--- src/common/bfap_map.svh ---
`ifndef BFAP_MAP_SVH
`define BFAP_MAP_SVH
`define BFAP_OFS_LOCK 8'h00
`define BFAP_OFS_FUSE 8'h04
`define BFAP_OFS_CFG 8'h08
`define BFAP_OFS_CTRL 8'h0C
`define BFAP_OFS_STAT 8'h10
`define BFAP_LOCK_GEN_LO 0
`define BFAP_LOCK_GEN_HI 1
`define BFAP_LOCK_APP_LO 2
`define BFAP_LOCK_APP_HI 3
`define BFAP_LOCK_BOOT_LO 4
`define BFAP_LOCK_BOOT_HI 5
`define BFAP_LOCK_RESET 6'h3F
`define BFAP_FUSE_RESET 1'h1
`define BFAP_CFG_IVEC_BIT 16
`define BFAP_CTRL_ERASE_BIT 0
`define BFAP_STAT_RD_DENY 0
`define BFAP_STAT_WR_DENY 1
`define BFAP_STAT_APP_STORE 2
`endif

--- src/common/bfap_pkg.sv ---
package bfap_pkg;
   localparam int BFAP_AW = 16;
   typedef enum logic [2:0] {
      BFAP_OP_LOAD,
      BFAP_OP_FILL,
      BFAP_OP_ERASE,
      BFAP_OP_WRITE,
      BFAP_OP_LOCKSET
   } bfap_op_t;
   typedef struct packed {
      logic valid;
      bfap_op_t op;
      logic [BFAP_AW-1:0] pc;
      logic [BFAP_AW-1:0] addr;
      logic [7:0] data;
   } bfap_req_t;
   typedef struct packed {
      logic done;
      logic granted;
      logic denied;
      logic prog_start;
      bfap_op_t op;
   } bfap_resp_t;
   typedef struct packed {
      logic [5:0] lock;
      logic fuse;
      logic [BFAP_AW-1:0] bound;
      logic ivec_boot;
      logic [2:0] stat;
      bfap_resp_t resp;
      logic irq_mask;
      logic [BFAP_AW-1:0] rst_vec;
      logic ack;
      logic [31:0] rdat;
   } bfap_state_t;
endpackage

--- src/verilog/bfap_top.sv ---
// The Wishbone interface to the registers and the register offsets were left to the implementer.
`timescale 1ns/10ps
`default_nettype none
`include "bfap_map.svh"
module bfap_top import bfap_pkg::*; #(
   parameter logic [BFAP_AW-1:0] BOUND_RESET = 16'h1C00
) (
   // clock and reset
   input wire logic clock,
   input wire logic rst_n,
   // wishbone slave
   input wire logic wb_cyc_i,
   input wire logic wb_stb_i,
   input wire logic wb_we_i,
   input wire logic [7:0] wb_adr_i,
   input wire logic [3:0] wb_sel_i,
   input wire logic [31:0] wb_dat_i,
   output logic [31:0] wb_dat_o,
   output logic wb_ack_o,
   // external programming mode
   input wire logic ext_prog_mode,
   // cpu request and answer
   input wire bfap_req_t cpu_req,
   output bfap_resp_t cpu_resp,
   // section state to the core
   output logic irq_mask,
   output logic [BFAP_AW-1:0] reset_vector
);

   bfap_state_t st;
   bfap_state_t next_st;

   // section of a word address
   function automatic logic in_boot(
      input logic [BFAP_AW-1:0] a,
      input logic [BFAP_AW-1:0] b
   );
      in_boot = (a >= b);
   endfunction

   // byte-lane merge of a write word
   function automatic logic [31:0] lane_merge(
      input logic [31:0] old,
      input logic [31:0] nw,
      input logic [3:0] sel
   );
      logic [31:0] r;
      r = old;
      for (int i = 0; i < 4; i++) begin
         if (sel[i]) begin
            r[i*8 +: 8] = nw[i*8 +: 8];
         end
      end
      lane_merge = r;
   endfunction

   logic req_go;
   logic wr_go;
   logic rd_go;
   logic pc_boot;
   logic tgt_boot;
   logic app_rd_lock;
   logic app_wr_lock;
   logic boot_rd_lock;
   logic boot_wr_lock;
   logic [31:0] cfg_word;
   logic [31:0] cfg_new;
   logic [2:0] stat_set;

   always_comb begin
      next_st = st;
      req_go = wb_cyc_i && wb_stb_i && !st.ack;
      wr_go = req_go && wb_we_i;
      rd_go = req_go && !wb_we_i;
      pc_boot = in_boot(cpu_req.pc, st.bound);
      tgt_boot = in_boot(cpu_req.addr, st.bound);
      // zero means programmed; general lock bits are never consulted here
      app_rd_lock = !st.lock[`BFAP_LOCK_APP_HI];
      app_wr_lock = !st.lock[`BFAP_LOCK_APP_LO];
      boot_rd_lock = !st.lock[`BFAP_LOCK_BOOT_HI];
      boot_wr_lock = !st.lock[`BFAP_LOCK_BOOT_LO];
      cfg_word = '0;
      cfg_word[BFAP_AW-1:0] = st.bound;
      cfg_word[`BFAP_CFG_IVEC_BIT] = st.ivec_boot;
      cfg_new = lane_merge(cfg_word, wb_dat_i, wb_sel_i);
      stat_set = '0;

      // cpu side: one answer pulse per request
      next_st.resp = '0;
      if (cpu_req.valid) begin
         next_st.resp.done = 1'b1;
         next_st.resp.op = cpu_req.op;
         case (cpu_req.op)
            BFAP_OP_LOAD: begin
               if (pc_boot && !tgt_boot && app_rd_lock) begin
                  next_st.resp.denied = 1'b1;
               end else if (!pc_boot && tgt_boot && boot_rd_lock) begin
                  next_st.resp.denied = 1'b1;
               end else begin
                  next_st.resp.granted = 1'b1;
               end
            end
            BFAP_OP_FILL: begin
               next_st.resp.granted = pc_boot;
               next_st.resp.denied = !pc_boot;
            end
            BFAP_OP_ERASE, BFAP_OP_WRITE: begin
               if (!pc_boot) begin
                  next_st.resp.denied = 1'b1;
               end else if (tgt_boot ? boot_wr_lock : app_wr_lock) begin
                  next_st.resp.denied = 1'b1;
               end else begin
                  next_st.resp.granted = 1'b1;
                  next_st.resp.prog_start = 1'b1;
               end
            end
            BFAP_OP_LOCKSET: begin
               if (pc_boot) begin
                  next_st.resp.granted = 1'b1;
                  // only clears bits, so locks move toward programmed
                  next_st.lock = st.lock & cpu_req.data[5:0];
               end else begin
                  next_st.resp.denied = 1'b1;
               end
            end
            default: begin
               next_st.resp.denied = 1'b1;
            end
         endcase
         if (next_st.resp.denied) begin
            if (cpu_req.op == BFAP_OP_LOAD) begin
               stat_set[`BFAP_STAT_RD_DENY] = 1'b1;
            end else begin
               stat_set[`BFAP_STAT_WR_DENY] = 1'b1;
            end
            if (!pc_boot && cpu_req.op != BFAP_OP_LOAD) begin
               stat_set[`BFAP_STAT_APP_STORE] = 1'b1;
            end
         end
      end

      // wishbone: ack one cycle after the request, dropped next cycle
      next_st.ack = req_go;
      next_st.rdat = '0;
      if (rd_go) begin
         case (wb_adr_i)
            `BFAP_OFS_LOCK: begin
               next_st.rdat[5:0] = st.lock;
            end
            `BFAP_OFS_FUSE: begin
               next_st.rdat[0] = st.fuse;
            end
            `BFAP_OFS_CFG: begin
               next_st.rdat = cfg_word;
            end
            `BFAP_OFS_CTRL: begin
               next_st.rdat[1] = ext_prog_mode;
            end
            `BFAP_OFS_STAT: begin
               next_st.rdat[2:0] = st.stat;
            end
            default: begin
               next_st.rdat = '0;
            end
         endcase
      end
      if (wr_go) begin
         case (wb_adr_i)
            `BFAP_OFS_LOCK: begin
               if (ext_prog_mode && wb_sel_i[0]) begin
                  next_st.lock = next_st.lock & wb_dat_i[5:0];
               end
            end
            `BFAP_OFS_FUSE: begin
               if (ext_prog_mode && wb_sel_i[0]) begin
                  next_st.fuse = wb_dat_i[0];
               end
            end
            `BFAP_OFS_CFG: begin
               next_st.bound = cfg_new[BFAP_AW-1:0];
               next_st.ivec_boot = cfg_new[`BFAP_CFG_IVEC_BIT];
            end
            `BFAP_OFS_CTRL: begin
               if (ext_prog_mode && wb_sel_i[0] && wb_dat_i[`BFAP_CTRL_ERASE_BIT]) begin
                  next_st.lock = `BFAP_LOCK_RESET;
               end
            end
            `BFAP_OFS_STAT: begin
               if (wb_sel_i[0]) begin
                  next_st.stat = st.stat & ~wb_dat_i[2:0];
               end
            end
            default: begin
               next_st.stat = next_st.stat;
            end
         endcase
      end
      // a new event wins over a clear in the same cycle
      next_st.stat = next_st.stat | stat_set;

      // interrupt masking follows the executing section
      next_st.irq_mask = 1'b0;
      if (st.ivec_boot && !in_boot(cpu_req.pc, st.bound) && app_rd_lock) begin
         next_st.irq_mask = 1'b1;
      end
      if (!st.ivec_boot && in_boot(cpu_req.pc, st.bound) && boot_rd_lock) begin
         next_st.irq_mask = 1'b1;
      end

      // reset vector from the boot reset fuse
      next_st.rst_vec = st.fuse ? '0 : st.bound;
   end

   always_ff @(posedge clock) begin
      if (!rst_n) begin
         st.lock <= `BFAP_LOCK_RESET;
         st.fuse <= `BFAP_FUSE_RESET;
         st.bound <= BOUND_RESET;
         st.ivec_boot <= 1'b0;
         st.stat <= '0;
         st.resp <= '0;
         st.irq_mask <= 1'b0;
         st.rst_vec <= '0;
         st.ack <= 1'b0;
         st.rdat <= '0;
      end else begin
         st <= next_st;
      end
   end

   assign wb_dat_o = st.rdat;
   assign wb_ack_o = st.ack;
   assign cpu_resp = st.resp;
   assign irq_mask = st.irq_mask;
   assign reset_vector = st.rst_vec;

endmodule
`default_nettype wire

--- config.mk ---
export PLATFORM = sky130hd
export DESIGN_NAME = bfap_top
export DESIGN_NICKNAME = d
export VERILOG_FILES = /design/src/common/bfap_pkg.sv /design/src/verilog/bfap_top.sv
export VERILOG_INCLUDE_DIRS = /design/src /design/src/common
export SDC_FILE = /design/constraint.sdc
export NUM_CORES = 1
export LEC_CHECK = 0
export BUFFER_PORTS_ARGS = -buffer_cell sky130_fd_sc_hd__buf_4
export CORE_ASPECT_RATIO = 1.75
export CORE_UTILIZATION = 50
export CTS_BUF_LIST = sky130_fd_sc_hd__clkbuf_4
export DETAILED_ROUTE_END_ITERATION = 8
export PLACE_DENSITY = 0.82
export SLEW_MARGIN = 20
export SYNTH_ARGS = -nofsm -noshare
export SYNTH_HDL_FRONTEND = slang
export SYNTH_SLANG_ARGS = --single-unit
--- constraint.sdc ---
create_clock -name clock -period 6 [get_ports clock]
set_clock_uncertainty 0.2 [all_clocks]
set_input_delay 0.6 -clock clock [delete_from_list [all_inputs] [get_ports clock]]
set_output_delay 0.6 -clock clock [all_outputs]
set_load 0.005 [all_outputs]
==> flow_summary_export.csv <==
group,metric,value,unit
flow_run,maxCapViolCount,0,
cts,post_cts.repair.setup_buffers,0,
finish,num_antenna_cells,0,
finish,post_route_cells_drive_above_1_share,30.6,%
power,total_leakage_power,1.96,nW
worst_setup_path,slowest_delay,0.50,ns
grt,grt_antenna_before_repair,0,
timing,rsz0062_at_grt,"no",
yosys,syn-instance-count,419,
yosys,yosysWarningCount,0,
cts,cts_max_path_buffers,2,
die,floorplan.die_area,7780,µm²
timing,setup_ws,3.00,ns
timing,fmax,333,MHz
cts,clk_transition_reported_paths,0.12,ns
cts,cts_repair_resize_count,0,
finish,finish.net_count,617,
status,run_status,"finished, final reports clean",
drt,drt-initial-drc-count,159,
timing,min_period,3.00,ns
power,vdd.ir_drop.worst,0.136,mV
worst_setup_path,crit_path_start_kind,"flip-flop",
worst_hold_path,worst_hold_path_type,"in -> reg",
yosys,synth.yosys.seq_area_share,37.2,%
drt,remaining_drc_errors,0,
finish,area_growth,19.8,%
grt,grt_max_degree,29,
drt,routed_wirelength,9290,µm
die,boundaryPins,151,
worst_setup_path,crit_type,"reg -> reg",
placed_design,globalplace.congestion,0.859,
grt,grt_pass1_vias,3185,
power,cellPowerDensity,215,nW/µm²
cts,total_number_of_clock_tree_sinks,69,
die,die-height,116,µm
die,chipWidth,67.1,µm
timing,timing.setup.tns,0,ns
grt,grt_pass1_wl,14300,µm
grt,global_route.overflow_total,0,
yosys,synthesis.area,3710,µm²
cts,cts_tree,"yes",
die,initial_utilization,51.7,%
worst_setup_path,critPathSlowestCell,"o21a_1",
drt,1st_pass_router_iterations,4,
yosys,synth_seq_cells,69,
yosys,postSynthAreaPerCell,8.86,µm²
worst_setup_path,end_kind,"flip-flop",
yosys,netlist-cell-type-count,56,
cts,clkLatencyLatePin,0.43,ns
cts,post_cts_hold_buffer_count,0,
worst_setup_path,crit_chain,"inv_1 -> ha_1 -> a211oi_1 -> nor2_1 -> a2111oi_0 -> o21a_1 -> mux2_2 -> o31ai_1",
timing,finalSetupViolations,0,
grt,groute.usage.overall,25.3,%
yosys,primary_flip_flop_cell_chosen_by_synthesis_mapping,"dfxtp_1",
cts,cts_inserted_buffers,9,
drt,wl_per_cell,16.0,µm
worst_setup_path,critical_path_required,6.14,ns
yosys,async_reset_ff_share,0,%
worst_setup_path,worst-path-max-fanout,14,
die,fp-row-count,41,
cts,cts_max_level,3,
drt,vias,3213,
yosys,yosys-top-cells-area,"dfxtp_1 37%, buf_4 11%, ha_1 11%",
timing,share_of_the_clock_period_used_by_the_worst_path_after_layout,50.1,%
timing,slew_headroom,43.5,%
placed_design,dpl_worst_slack,2.75,ns
yosys,synth_enable_flop_cells,0,
timing,timing.final.max_slew_violations,0,
timing,worst_pin_slew,0.846,ns
placed_design,portBuffers,117,
timing,final_hold_violation_count,0,
die,core_area,7180,µm²
placed_design,dp.final_hpwl,7410,µm
cts,clock-root-buffer,"clkbuf_4",
yosys,area_fraction_of_the_dominant_cell_type_after_synthesis,37.2,%
worst_setup_path,worstPathArrival,3.14,ns
drt,remaining_number_of_nets_flagged_by_the_antenna_check_after_routing,0,
finish,fillerInstances,626,
drt,post_drt_via_cell_ratio,5.52,
yosys,post-synth-top-area-cell,"dfxtp_1",
## final cells by class
class	count	area, µm²	share of cell area, %
clock buffers	9	67.6	1.52
clock inverters	7	121	2.73
inverters	21	78.8	1.77
multi-input cells	273	1810	40.7
flip-flops and latches	69	1380	31.1
well taps	86	108	2.42
repair buffers	117	878	19.8
## synth_stat cells (all sizes together) (3+ instances only)
master / n
dfxtp: 69
buf: 61
nand2: 48
ha: 32
inv: 21
nor2: 20
and2: 19
o21ai: 19
a21oi: 15
a21boi: 14
nor4: 12
nand3: 11
nor3: 10
clkbuf: 9
nand4: 6
mux2i: 5
a211oi: 3
a22oi: 3
a31o: 3
and3: 3
nor2b: 3
o211ai: 3
o21a: 3
## layout by cell type, fill, tap and decap left out, drive strengths merged, types with 5 or more instances in the layout
cell type,n
buf,117
nand2,48
and2,19
a21boi,14
nor4,12
mux2i,5
nor2,20
conb,15
nor3,10
inv,23
clkbuf,9
a21oi,15
o21ai,19
nand4,6
ha,32
dfxtp,69
nand3,11
## worst max-delay path: cells and delay by family, from the launching register on
kind,cells,cell delay (ns)
AND/OR/NAND/NOR,1,0.08
multiplexers,1,0.42
buffers and inverters,1,0.10
adder cells (fa/ha/maj),1,0.33
AO/OA/AOI/OAI,4,1.42
flip-flops,1,0.36
## through the flow
step / utilization (%) / instance area [µm²] / total power [mW] / std cells / hold slack (ns)
5_1_grt: 61.9 / 4440 / 0.996 / 582 / 0.176
4_1_cts: 61.9 / 4440 / 0.964 / 582 / 0.180
2_1_floorplan: - / 3760 / 0.529 / 433 / 0.230
6_report: 61.9 / 4440 / 0.958 / 582 / 0.200
3_5_place_dp: 59.3 / 4260 / 0.577 / 566 / 0.245
3_3_place_gp: 59.3 / 4260 / 0.573 / 566 / 0.237
## final timing paths
kind                                   from                   endpoint  slack [ns]  cells past startpoint
setup / recovery  cfg_word[13]$_SDFFE_PN0P_          st[57]$_SDFF_PN0_        3.00                      8
hold / removal                 wb_dat_i[10]  cfg_word[10]$_SDFFE_PN1P_        0.20                      3
setup reg to reg  cfg_word[13]$_SDFFE_PN0P_          st[57]$_SDFF_PN0_        3.00                      8
hold reg to reg    cfg_word[6]$_SDFFE_PN0P_   cfg_word[6]$_SDFFE_PN0P_        0.27                      2
## registers in the layout, indices dropped and copies added (netlist names)
name,count
st,10
reset_vector,16
irq_mask,1
wb_dat_o,17
wb_ack_o,1
cfg_word,17
cpu_resp,7
## kinds of logic (layout without fill, tap and decap cells)
| logic type | Yosys count | count (layout) | share of synthesized area, % |
|---|---|---|---|
| simple gates | 145 | 145 | 21.2 |
| other cells | 1 | 15 | 0.101 |
| mux | 6 | 6 | 1.65 |
| fa+ha+maj | 32 | 32 | 10.8 |
| buf+inv | 91 | 154 | 15.4 |
| xor+xnor | 1 | 1 | 0.236 |
| compound gates | 74 | 74 | 13.4 |
| flops | 69 | 69 | 37.2 |
## layer usage
layer / vias to the layer above / track usage (%) / part of all wire, %
met5: - / 0 / 0
met4: 0 / 15.7 / 4.5
met3: 38 / 6.10 / 5.8
met2: 154 / 47.2 / 56
met1: 1492 / 23.6 / 34
li1: 1529 / - / -
## power by group
| group | internal [mW] | leakage [nW] | switching (mW) |
|---|---|---|---|
| registers | 0.462 | 0.558 | 0.00227 |
| clock network | 0.214 | 0.101 | 0.176 |
| logic | 0.0551 | 1.30 | 0.0478 |
No activity file was read; power rests on OpenSTA's default activity.
